==> src/rtl/shp_regs.vh <==
// Constants of the host port: strap codes, register indices and FIFO sizing.
// Function
// - Strap selects bus arrangement: 0 single shared bus, 1 split bus.
// - In arrangement 1 processor port serves register access concurrently with DMA.
// - Command, scratch and FIFO registers are readable and writable; status and count are read-only.
// - All DMA moves eight bits per transfer on the shared data lines.
// - One parity bit travels with each byte on the data port.
// - DMA direction comes from the current command, not the controller.
// - Inbound DMA data is captured on the write strobe.
// - Outbound DMA data is driven only under acknowledge; in arrangement 0 register reads drive the data port without it.
// - A 16-byte FIFO buffers data between SCSI and host sides.
// - Protocol sequences run without processor accesses in between.
`ifndef SHP_REGS_VH
`define SHP_REGS_VH
`define SHP_MODE_SINGLE 1'b0
`define SHP_MODE_SPLIT  1'b1
`define SHP_REG_FIFO    4'h2
`define SHP_REG_CMD     4'h3
`define SHP_REG_STAT    4'h4
`define SHP_REG_SCRATCH 4'h5
`define SHP_REG_COUNT   4'h6
`define SHP_CMD_RST     8'h00
`define SHP_CMD_DIR_BIT 7
`define SHP_FIFO_DEPTH  16
`define SHP_FIFO_AW     4
`endif

==> src/rtl/shp_fifo.v <==
// Byte FIFO with parity that sits between the SCSI side and the host side.
`timescale 1ns/1ps
module shp_fifo #(
   parameter DEPTH = 16,
   parameter AW    = 4
) (
   input  wire          i_ref_clk,  // Chip clock.
   input  wire          i_reset_n,  // Synchronous reset, active low.
   input  wire          i_clear,    // Empties the FIFO.
   input  wire          i_push,     // Write one entry.
   input  wire [8:0]    i_wdata,    // Byte with parity in bit 8.
   input  wire          i_pop,      // Remove the head entry.
   output wire [8:0]    o_rdata,    // Head entry.
   output wire          o_full,     // No room left.
   output wire          o_empty,    // Nothing stored.
   output wire [AW:0]   o_count     // Entries held.
);
   reg [8:0]  mem [0:DEPTH-1];
   reg [AW-1:0] wp_q;
   reg [AW-1:0] rp_q;
   reg [AW:0]   cnt_q;
   wire         do_push;
   wire         do_pop;
   // Count value that means every entry is in use.
   localparam [AW:0] FULL_CNT = DEPTH;

   // Push is refused when full and pop when empty.
   assign do_push = i_push && (cnt_q != FULL_CNT);
   assign do_pop  = i_pop && (cnt_q != {(AW+1){1'b0}});
   assign o_rdata = mem[rp_q];
   assign o_full  = (cnt_q == FULL_CNT);
   assign o_empty = (cnt_q == {(AW+1){1'b0}});
   assign o_count = cnt_q;

   // Storage array write port.
   always @(posedge i_ref_clk) begin
      if (do_push) begin
         mem[wp_q] <= i_wdata;
      end
   end

   // Pointer and count bookkeeping.
   always @(posedge i_ref_clk) begin
      if (!i_reset_n || i_clear) begin
         wp_q  <= {AW{1'b0}};
         rp_q  <= {AW{1'b0}};
         cnt_q <= {(AW+1){1'b0}};
      end else begin
         if (do_push) begin
            wp_q <= wp_q + 1'b1;
         end
         if (do_pop) begin
            rp_q <= rp_q + 1'b1;
         end
         if (do_push && !do_pop) begin
            cnt_q <= cnt_q + 1'b1;
         end else if (do_pop && !do_push) begin
            cnt_q <= cnt_q - 1'b1;
         end
      end
   end
endmodule

==> src/rtl/shp_host_port.v <==
// Host bus port: processor register access, DMA data port and data FIFO.
`timescale 1ns/1ps
`include "shp_regs.vh"
module shp_host_port #(
   parameter DEPTH = `SHP_FIFO_DEPTH,
   parameter AW    = `SHP_FIFO_AW
) (
   input  wire        i_ref_clk,        // Chip clock, 25 MHz.
   input  wire        i_reset_n,        // Synchronous reset, active low.
   input  wire        i_mode_strap,     // Bus arrangement strap pin.
   input  wire        i_dma_ack_n,      // DMA acknowledge, active low.
   input  wire        i_dma_wr_n,       // DMA write strobe, active low.
   input  wire        i_dma_rd_n,       // DMA read strobe, active low.
   input  wire [7:0]  i_dma_data_lines, // Data port lines in.
   input  wire        i_dma_parity_bit, // Data port parity in.
   output reg  [7:0]  o_dma_data_lines, // Data port lines out.
   output reg         o_dma_parity_bit, // Data port parity out.
   output wire        o_dma_oe,         // Data port drive enable.
   input  wire        i_cs_n,           // Register select, active low.
   input  wire        i_rd_n,           // Register read strobe, active low.
   input  wire        i_wr_n,           // Register write strobe, active low.
   input  wire [3:0]  i_addr,           // Register index.
   input  wire [7:0]  i_pad_data,       // Processor port data in.
   output reg  [7:0]  o_pad_data,       // Processor port data out.
   output wire        o_pad_oe,         // Processor port drive enable.
   output reg         o_dma_req,        // DMA request, active high.
   input  wire        i_scsi_push,      // SCSI side writes a byte.
   input  wire [8:0]  i_scsi_wdata,     // SCSI byte with parity.
   input  wire        i_scsi_pop,       // SCSI side takes a byte.
   output wire [8:0]  o_scsi_rdata,     // FIFO head for the SCSI side.
   output wire        o_fifo_full,      // FIFO full.
   output wire        o_fifo_empty,     // FIFO empty.
   output wire [7:0]  o_command,        // Command for the sequencer.
   output reg         o_cmd_strobe,     // One-cycle pulse on a command write.
   output reg         o_mode            // Latched bus arrangement.
);
   // Width of the pin vector that passes the synchronisers.
   localparam NPIN = 28;
   wire [NPIN-1:0] pin_raw;    // Pins before synchronising.
   wire [NPIN-1:0] pin_sync;   // Pins after two flip-flops.
   reg  [7:0]      cmd_q;      // Executing command.
   reg  [7:0]      scratch_q;  // Scratch register.
   reg             wr_old_q;   // Previous DMA write strobe.
   reg             rd_old_q;   // Previous DMA read strobe.
   reg             pwr_old_q;  // Previous processor write strobe.
   reg             prd_old_q;  // Previous processor read strobe.
   reg             rst_seen_q; // High in reset and one cycle after.
   wire            ack;        // Synchronised acknowledge.
   wire            wr_l;       // Synchronised DMA write strobe.
   wire            rd_l;       // Synchronised DMA read strobe.
   wire            cs;         // Synchronised register select.
   wire            prd_l;      // Synchronised processor read strobe.
   wire            pwr_l;      // Synchronised processor write strobe.
   wire            strap_s;    // Synchronised strap.
   wire [3:0]      addr_s;     // Synchronised register index.
   wire [7:0]      pad_s;      // Synchronised processor data.
   wire [7:0]      lines_s;    // Synchronised data port lines.
   wire            par_s;      // Synchronised data port parity.
   genvar          gi;
   wire       dir_out;
   wire       dma_wr_rise, dma_rd_rise;
   wire       reg_wr, reg_rd, reg_sel;
   wire [7:0] reg_wdata;
   wire       dma_push, dma_pop, reg_push, reg_pop;
   wire [8:0] head;
   wire [AW:0] count;
   reg  [7:0] rd_mux;

   // Raw pins; active-low strobes are inverted so that 1 means asserted.
   assign pin_raw = {~i_dma_ack_n, ~i_dma_wr_n, ~i_dma_rd_n, ~i_cs_n,
                     ~i_rd_n, ~i_wr_n, i_mode_strap, i_addr, i_pad_data,
                     i_dma_data_lines, i_dma_parity_bit};

   // Two flip-flops per pin bit; logic reads only the second stage, so
   // data and index arrive together with the strobes that qualify them.
   generate
      for (gi = 0; gi < NPIN; gi = gi + 1) begin : g_sync
         reg meta_q;
         reg sync_q;
         always @(posedge i_ref_clk) begin
            meta_q <= pin_raw[gi];
            sync_q <= meta_q;
         end
         assign pin_sync[gi] = sync_q;
      end
   endgenerate

   // Named views of the synchronised pins.
   assign ack     = pin_sync[27];
   assign wr_l    = pin_sync[26];
   assign rd_l    = pin_sync[25];
   assign cs      = pin_sync[24];
   assign prd_l   = pin_sync[23];
   assign pwr_l   = pin_sync[22];
   assign strap_s = pin_sync[21];
   assign addr_s  = pin_sync[20:17];
   assign pad_s   = pin_sync[16:9];
   assign lines_s = pin_sync[8:1];
   assign par_s   = pin_sync[0];

   // Strap is caught while reset is held, then stays fixed.
   always @(posedge i_ref_clk) begin
      if (!i_reset_n) begin
         o_mode     <= strap_s;
         rst_seen_q <= 1'b1;
      end else begin
         rst_seen_q <= 1'b0;
      end
   end

   // Trailing-edge detectors on the synchronised strobes.
   always @(posedge i_ref_clk) begin
      wr_old_q  <= wr_l;
      rd_old_q  <= rd_l;
      pwr_old_q <= pwr_l;
      prd_old_q <= prd_l;
   end
   assign dma_wr_rise = wr_old_q && !wr_l;
   assign dma_rd_rise = rd_old_q && !rd_l;

   // Direction follows the executing command.
   assign dir_out = cmd_q[`SHP_CMD_DIR_BIT];

   // Register cycles: processor port in split mode, data port otherwise.
   // In single mode a select without acknowledge is a register cycle; the
   // processor has already won the shared bus.
   assign reg_sel = cs && (o_mode == `SHP_MODE_SPLIT || !ack);
   assign reg_wr  = reg_sel && (o_mode == `SHP_MODE_SPLIT ?
                    (pwr_old_q && !pwr_l) : dma_wr_rise);
   assign reg_rd  = reg_sel && (o_mode == `SHP_MODE_SPLIT ?
                    (prd_old_q && !prd_l) : dma_rd_rise);
   assign reg_wdata = (o_mode == `SHP_MODE_SPLIT) ? pad_s : lines_s;

   // DMA moves bytes with parity only under acknowledge.
   assign dma_push = ack && !dir_out && dma_wr_rise;
   assign dma_pop  = ack && dir_out && dma_rd_rise;
   assign reg_push = reg_wr && (addr_s == `SHP_REG_FIFO);
   assign reg_pop  = reg_rd && (addr_s == `SHP_REG_FIFO);

   // Host-side FIFO access and SCSI-side access share one store.
   shp_fifo #(.DEPTH(DEPTH), .AW(AW)) u_fifo (
      .i_ref_clk (i_ref_clk),
      .i_reset_n (i_reset_n),
      .i_clear   (1'b0),
      .i_push    (dma_push || reg_push || i_scsi_push),
      .i_wdata   (i_scsi_push ? i_scsi_wdata :
                  (dma_push ? {par_s, lines_s}
                            : {~^reg_wdata, reg_wdata})),
      .i_pop     (dma_pop || reg_pop || i_scsi_pop),
      .o_rdata   (head),
      .o_full    (o_fifo_full),
      .o_empty   (o_fifo_empty),
      .o_count   (count)
   );
   assign o_scsi_rdata = head;

   // Command and scratch registers; a command write starts a sequence.
   always @(posedge i_ref_clk) begin
      if (!i_reset_n) begin
         cmd_q        <= `SHP_CMD_RST;
         scratch_q    <= 8'h00;
         o_cmd_strobe <= 1'b0;
      end else begin
         o_cmd_strobe <= 1'b0;
         if (reg_wr && addr_s == `SHP_REG_CMD) begin
            cmd_q        <= reg_wdata;
            o_cmd_strobe <= 1'b1;
         end
         if (reg_wr && addr_s == `SHP_REG_SCRATCH) begin
            scratch_q <= reg_wdata;
         end
      end
   end
   assign o_command = cmd_q;

   // Register read multiplexer.
   always @* begin
      case (addr_s)
         `SHP_REG_FIFO:    rd_mux = head[7:0];
         `SHP_REG_CMD:     rd_mux = cmd_q;
         `SHP_REG_STAT:    rd_mux = {5'h00, o_mode, o_fifo_full,
                                     o_fifo_empty};
         `SHP_REG_SCRATCH: rd_mux = scratch_q;
         `SHP_REG_COUNT:   rd_mux = {{(7-AW){1'b0}}, count};
         default:          rd_mux = 8'h00;
      endcase
   end

   // Output data registers and request line.
   always @(posedge i_ref_clk) begin
      if (!i_reset_n) begin
         o_dma_data_lines <= 8'h00;
         o_dma_parity_bit <= 1'b0;
         o_pad_data       <= 8'h00;
         o_dma_req        <= 1'b0;
      end else begin
         if (ack && dir_out) begin
            o_dma_data_lines <= head[7:0];
            o_dma_parity_bit <= head[8];
         end else if (o_mode == `SHP_MODE_SINGLE) begin
            o_dma_data_lines <= rd_mux;
            o_dma_parity_bit <= ~^rd_mux;
         end
         o_pad_data <= rd_mux;
         o_dma_req  <= dir_out ? !o_fifo_empty : !o_fifo_full;
      end
   end

   // Drive enables: DMA reads under acknowledge, register reads on select.
   assign o_dma_oe = !rst_seen_q && ((ack && dir_out) ||
                     (o_mode == `SHP_MODE_SINGLE && cs && !ack && rd_l));
   assign o_pad_oe = !rst_seen_q && o_mode == `SHP_MODE_SPLIT && cs && prd_l;
endmodule

==> config.mk <==
export PLATFORM = sky130hd
export DESIGN_NAME = shp_host_port
export DESIGN_NICKNAME = d
export VERILOG_FILES = /design/src/rtl/shp_fifo.v /design/src/rtl/shp_host_port.v
export VERILOG_INCLUDE_DIRS = /design/src /design/src/rtl
export SDC_FILE = /design/constraint.sdc
export NUM_CORES = 1
export LEC_CHECK = 0
export BUFFER_PORTS_ARGS = -buffer_cell sky130_fd_sc_hd__buf_2
export CORE_MARGIN = 8
export CORE_UTILIZATION = 59
export DETAILED_ROUTE_END_ITERATION = 10
export GPL_TIMING_DRIVEN = 1
export HOLD_SLACK_MARGIN = 0.1
export PLACE_DENSITY = 0.79
export RECOVER_POWER = 25
export SLEW_MARGIN = 20
export SYNTH_ARGS = -nofsm -noshare
export SYNTH_HDL_FRONTEND = slang
export SYNTH_HIERARCHICAL = 1
export SYNTH_SLANG_ARGS = --single-unit
==> constraint.sdc <==
create_clock -name i_ref_clk -period 4.35 [get_ports i_ref_clk]
set_input_delay 0.2175 -clock i_ref_clk [delete_from_list [all_inputs] [get_ports i_ref_clk]]
set_output_delay 0.2175 -clock i_ref_clk [all_outputs]
set_load 0.03 [all_outputs]
======== Word-level counts from Yosys, hierarchy flattened ========
Memory sizes are Yosys's and may differ from the RTL's. A register that Yosys moved wholly into a read port is not among the register bits.
Cells that the tools add are included.
storage, ports and cells
  memories kept ........................... 1
  word-level logic and storage cells ...... 159
  output and inout port bits .............. 41
  RAM bits ................................ 144
  register bits after elaboration ......... 110
  input bits .............................. 41
memory list
  name        depth  bits a word  read ports  clocked after Yosys merged registers in  wr ports  line           RTL
  u_fifo.mem  16     9            1           1                                        1         shp_fifo.v:18  reg [8:0] mem [0:DEPTH-1];
operators by class
  bitwise operators ....................... 7
  equality and inequality tests ........... 8
  add/sub/neg operators ................... 4
  mux-type cells .......................... 19
  reduce and logical (&&, ||, !) cells .... 48
operators by type and width
  kind                                                                      count
  8-bit one-hot mux with 5 select lines                                     1
  1-bit logical AND                                                         26
  8-bit 2-to-1 mux                                                          3
  9-bit 2-to-1 mux                                                          2
  8-bit XNOR reduction                                                      2
  4-bit by 3-bit == test with 1-bit output (second input constant)          3
  1-bit zero test                                                           11
  5-bit 2-to-1 mux                                                          2
  1-bit 2-to-1 mux                                                          9
  4-bit by 1-bit adder with 4-bit output (second input constant)            2
  4-bit by 2-bit == test with 1-bit output (second input constant)          2
  4-bit 2-to-1 mux                                                          2
  1-bit inverter                                                            7
  1-bit logical OR                                                          6
  5-bit by 1-bit adder with 5-bit output (second input constant)            1
  5-bit == test (second input constant)                                     1
  5-bit zero test                                                           1
  5-bit inequality test (second input constant)                             1
  5-bit nonzero test                                                        1
  5-bit by 1-bit subtractor with 5-bit output (second input constant)       1
  2-bit by 1-bit inequality test with 1-bit output (second input constant)  1
  2-bit nonzero test                                                        1

======== Depth between registers and ports, before layout ========
  word-level depth ........................ 12
  mapped depth ............................ 13
  mapped depth without buffers ............ 13

======== Cells and area by module ========
The synthesis kept the hierarchy.
modules (own cells, without submodules)
  module         area an instance (sq um)  seq. area each (sq um)  times used  cells an instance
  shp_fifo       6383.6                    4664.5                  1           337
  shp_host_port  3517.1                    1951.9                  1           357

======== Worst setup path before layout ========
OpenSTA, ideal clock, no wires.
  path kind ............................... register -> register
  from .................................... register (tool-made name)
  to ...................................... register o_dma_parity_bit
  data required time ...................... 4.254 ns
  buffers on the path ..................... 2
  setup time .............................. 0.096 ns
  slack ................................... 1.043 ns
  clock period less this slack ............ 3.307 ns
  data arrival time ....................... 3.211 ns
  cell stages (with the launch flop) ...... 13
  path through ............................ dfxtp_1 > buf_2 > buf_2 > mux4_2 > a22oi_1 > nand2_1 > mux2_4 > and3_4 > a311o_1 > xor2_1 > xnor2_1 > xnor2_1 > o41ai_2
RTL lines
  element                 line                 RTL
  end signal: assignment  shp_host_port.v:199  o_dma_parity_bit <= head[8];
  end signal: assignment  shp_host_port.v:202  o_dma_parity_bit <= ~^rd_mux;
  end: declaration        shp_host_port.v:17   output reg o_dma_parity_bit,

======== Final worst setup path ========
  from .................................... register g_sync[17].sync_q
  to ...................................... register u_fifo.cnt_q[4], in the netlist u_fifo/o_count[4]
between the ends
  longest elaborated chain between the ends .. 8
  elaborated cells on any way between the ends .. 15
  those cells by class .................... eq/ne (1); mux (1); reduce/logical (13)
RTL lines
  element                                       line                 RTL
  start: declaration                            shp_host_port.v:79   reg sync_q;
  start signal: assignment                      shp_host_port.v:82   sync_q <= meta_q;
  4-bit by 2-bit == test with 1-bit output (*)  -
  1-bit logical AND (*)                         shp_host_port.v:137  assign reg_push = reg_wr && (addr_s == `SHP_REG_FIFO);
  1-bit logical OR (*) (2 in a row)             shp_host_port.v:145  .i_push (dma_push || reg_push || i_scsi_push),
  1-bit logical AND (*)                         shp_fifo.v:28        assign do_push = i_push && (cnt_q != FULL_CNT);
  via u_fifo.do_push                            shp_fifo.v:22        wire do_push;
  1-bit zero test                               shp_fifo.v:57        end else if (do_pop && !do_push) begin
  1-bit logical AND                             shp_fifo.v:57
  2-bit nonzero test (no line)                  -
  end signal: assignment                        shp_fifo.v:47        cnt_q <= {(AW+1){1'b0}};
  end signal: assignment                        shp_fifo.v:56        cnt_q <= cnt_q + 1'b1;
  end signal: assignment                        shp_fifo.v:58        cnt_q <= cnt_q - 1'b1;
  end: declaration                              shp_fifo.v:21        reg [AW:0] cnt_q;
The timed path passes the listed nets; every way through them passes the cells marked *.
A chain may end at the register's enable or synchronous reset.

==> summary.md <==
| Metric | Value |
|---|---|
| Most used cell, CP | `ha_1` |
| Fmax | `269 MHz` |
| Cells along the critical path | `nor3b_1 > a311o_1 > o21ai_4 > clkinvlp_2 > ha_1 > inv_1 > ha_1 > a21oi_1 > a211o_1 > a211oi_1 > a31o_2` |
| Clock transition at path regs | `70 ps` |
| Post-synth top area share | `a little over two fifths` |
| Largest net degree at the start of global routing | `39` |
| Worst stage delay on the critical path | `840 ps` |
| Seq pwr share | `46.8%` |
| Sw Pwr | `around 0.0015 W` |
| Finished Cell Area | `11,700 µm²` |
| Synthesized cell area | `between 9000 and 10,000 µm²` |
| Total track usage | `roughly 22%` |
| Slew Limit Fails | `0` |
| Clk pwr share | `around two fifths` |
| DR vias/cell | `between 5 and 6` |
| Sequential cell area | `between 6000 and 7000 µm²` |
| Count leader, synth | `edfxtp_1` |
| Fill cell count | `around 1,100` |
| H-tree depth | `1` |
| Min Clock Period, post-route | `about 3700 ps` |
| Drt wl/cell | `between 20 and 25 µm` |
| Pleak | `4.23 nW` |
| Comb power frac | `approximately 14%` |
| Avg Inst Size Synth | `about 14 µm²` |
| Synth area leader | `edfxtp_1` |
| Synth Instances | `around 690` |
| PortBufs | `roughly 80` |
| Number of flops mapped to enable cells by yosys | `between 100 and 150` |
| Library cells used by synthesis | `66` |
| Post-synthesis register bit count | `between 200 and 300` |
| Crit share post-route | `about 85%` |
| Worst min path class | `in -> reg` |
| Clk buf depth | `3` |
| Final setup viols | `0` |
| Vias in the first global route | `6,397` |
| Setup TNS | `0 ps` |
| Antenna Nets Post-Route | `0` |
| Std-Cell Rows | `47` |
| CP startpoint kind | `flip-flop` |
| Peak supply drop | `approximately 0.46 mV` |
| Clk root buf | `clkbuf_16` |
| Vias | `6,255` |
| Switching Share | `25.7%` |
| TritonCTS clock tree | `built` |
| Synth Flop Type | `edfxtp_1` |
| GPL Wtd Cong | `0.879` |
| Max Clock Skew | `~18 ps` |
| Clk_lat worst skew | `around 530 ps` |
| First-pass DRT Iterations | `5` |
| CTS buffer count | `26` |
| RSZ-0062 raised after global routing | `false` |
| Synth top area cells | `edfxtp_1, dfxtp_1, mux4_2, mux2i_1, nor2_1` |
| WP data arrival | `4140 ps` |
| Fin cells | `1,053` |
| Yosys warns | `6` |
| Slew headroom | `approximately 28%` |
| Slowest-stage cell, CP | `dfxtp_1` |
| Placed cell area | `between 10,000 and 15,000 µm²` |
| Post-DP HPWL | `15.5 mm` |
| Placed Instances | `between 900 and 1,000` |
| PostCTS Resize Cnt | `0` |
| Register area share after synthesis | `around 67%` |
| Largest fanout on the critical path | `21` |
| P_int | `between 0.004 and 0.005 W` |
| Post-Route WL | `around 24 mm` |
| # nets final | `864` |
| Area Growth Syn to Fin | `18.1%` |
| Critical Path Sink Type | `flip-flop` |
| DRT iter0 DRCs | `between 500 and 600` |
| WS Path Type | `reg -> reg` |
| Grt ovf | `0` |
| Core area | `approximately 17,000 µm²` |
| Slew @ Worst Pin | `around 1100 ps` |
| Diode count | `0` |
| DRC | `0` |
| Initial antenna violation count | `0` |
| Die area | `roughly 21,000 µm²` |
| Setup Buffers After CTS | `0` |
| Final Hold Fails | `0` |
| Die X | `146 µm` |
| Clock sinks | `around 260` |
| Maxcap violations | `0` |
| Syn nets | `~750` |
| Die H | `between 100 and 150 µm` |
| Global-route wire length before repair | `37.1 mm` |
| Starting Density | `about three fifths` |
| Post-synth top cells | `edfxtp_1, dfxtp_1, nor2_1` |
| Power per Cell Area | `506 nW/µm²` |
| Asr flop ratio synth | `0%` |
| Area of the multi-input gates | `about 3000 µm²` |
| Status | `completed` |
| Boundary Pins | `82` |
| Critical Path RT | `around 4800 ps` |
| Fraction of layout cells with a size suffix above 1 | `roughly a fifth` |
metal layers:
metal	up-vias	part of all wire [%]	global-route usage, %
li1	2810	-	-
met1	3107	41	29.8
met2	296	49	36.7
met3	42	8.1	4.32
met4	0	2.0	5.93
met5	-	0	0
cells in the final DEF, fill, tap and decap left out, types with 3 or more instances in the layout:
cell and count:
edfxtp_1 145, a21oi_1 32, clkinv_1 4, bufinv_16 3, dfxtp_1 112, nor2_1 61, clkbuf_1 35, nor2b_1 9
and2_1 13, xnor2_1 12, o211ai_1 5, nand2_1 46, a22oi_1 18, ha_1 9, inv_1 18, mux2i_1 27
nand3_1 8, a211oi_1 12, buf_2 50, xor2_1 10, nand2b_1 3, o21ai_0 21, mux4_2 36, nor3b_2 3
dlygate4sd3_1 29, buf_4 17, nor3_1 4, clkbuf_16 28, nor4_1 5
path summary, 6_finish.rpt:
kind                                         from                 to  slack (ps)  cells after the start
worst max-delay path            g_sync[17].sync_q  u_fifo/o_count[4]         640                     11
worst max register to register  g_sync[17].sync_q  u_fifo/o_count[4]         640                     11
worst min register to register   g_sync[7].meta_q   g_sync[7].sync_q         330                      0
worst min-delay path              i_scsi_wdata[7]  u_fifo/mem[13][7]         230                      4
worst max-delay path, delay by kind of cell (launching register included):
| family | cells | cell delay, ps |
|---|---|---|
| buffers and inverters | 2 | 540 |
| flip-flops | 1 | 840 |
| AND/OR/NAND/NOR | 1 | 260 |
| adder cells (fa/ha/maj) | 2 | 630 |
| AO/OA/AOI/OAI | 6 | 1340 |
final cells by class:
type / count / area share [%]
Sequential cell: 258 / 56.6
Multi-Input combinational cell: 380 / 26.0
Timing Repair Buffer: 128 / 6.74
Clock buffer: 34 / 6.37
Tap cell: 220 / 2.35
Clock inverter: 14 / 1.32
Inverter: 19 / 0.621
power groups by stage:
stage               clock (W)  combinational (W)  sequential, W
floorplan                   0           0.000593        0.00279
global placement            0           0.000780        0.00281
detailed placement          0           0.000812        0.00282
CTS                   0.00233           0.000842        0.00277
global route          0.00243           0.000899        0.00278
finish                0.00230           0.000844        0.00277
cell families (layout without fill, tap and decap cells):
kind of cell / after synthesis / after routing / synth area share, %
AO/OA/AOI/OAI: 110 / 110 / 7.44
XOR/XNOR: 23 / 23 / 2.11
adder cells (fa/ha/maj): 10 / 10 / 1.34
buffers and inverters: 56 / 195 / 2.46
flip-flops: 258 / 258 / 66.8
multiplexers: 66 / 66 / 11.3
other: 1 / 1 / 0.0379
AND/OR/NAND/NOR: 170 / 170 / 8.48
what timing repair did:
item / 4_1_cts / 5_1_grt
hold buffers: 29 / 0
hold endpoints to repair: 32 / 0
setup endpoints to repair: 0 / 0
flip-flops by register name (all words and copies together), names as in the netlist, 4 cells and up, named ones only:
name and flops:
u_fifo/rp_q 4, scratch_q 8, g_sync.meta_q 28, g_sync.sync_q 26, o_command 8, o_pad_data 8
u_fifo/wp_q 4, u_fifo/mem 144, u_fifo/o_count 5, o_dma_data_lines 8
per-stage QoR:
stage	hold WS [ps]	worst slack, ps	util, %	total power, W
2_1_floorplan	245	1040	-	0.00339
3_3_place_gp	310	1050	63.8	0.00359
3_5_place_dp	312	1040	63.8	0.00363
4_1_cts	196	1040	71.0	0.00594
5_1_grt	250	357	70.7	0.00611
6_report	230	639	70.7	0.00591
Power figures use the tool's default switching activity.
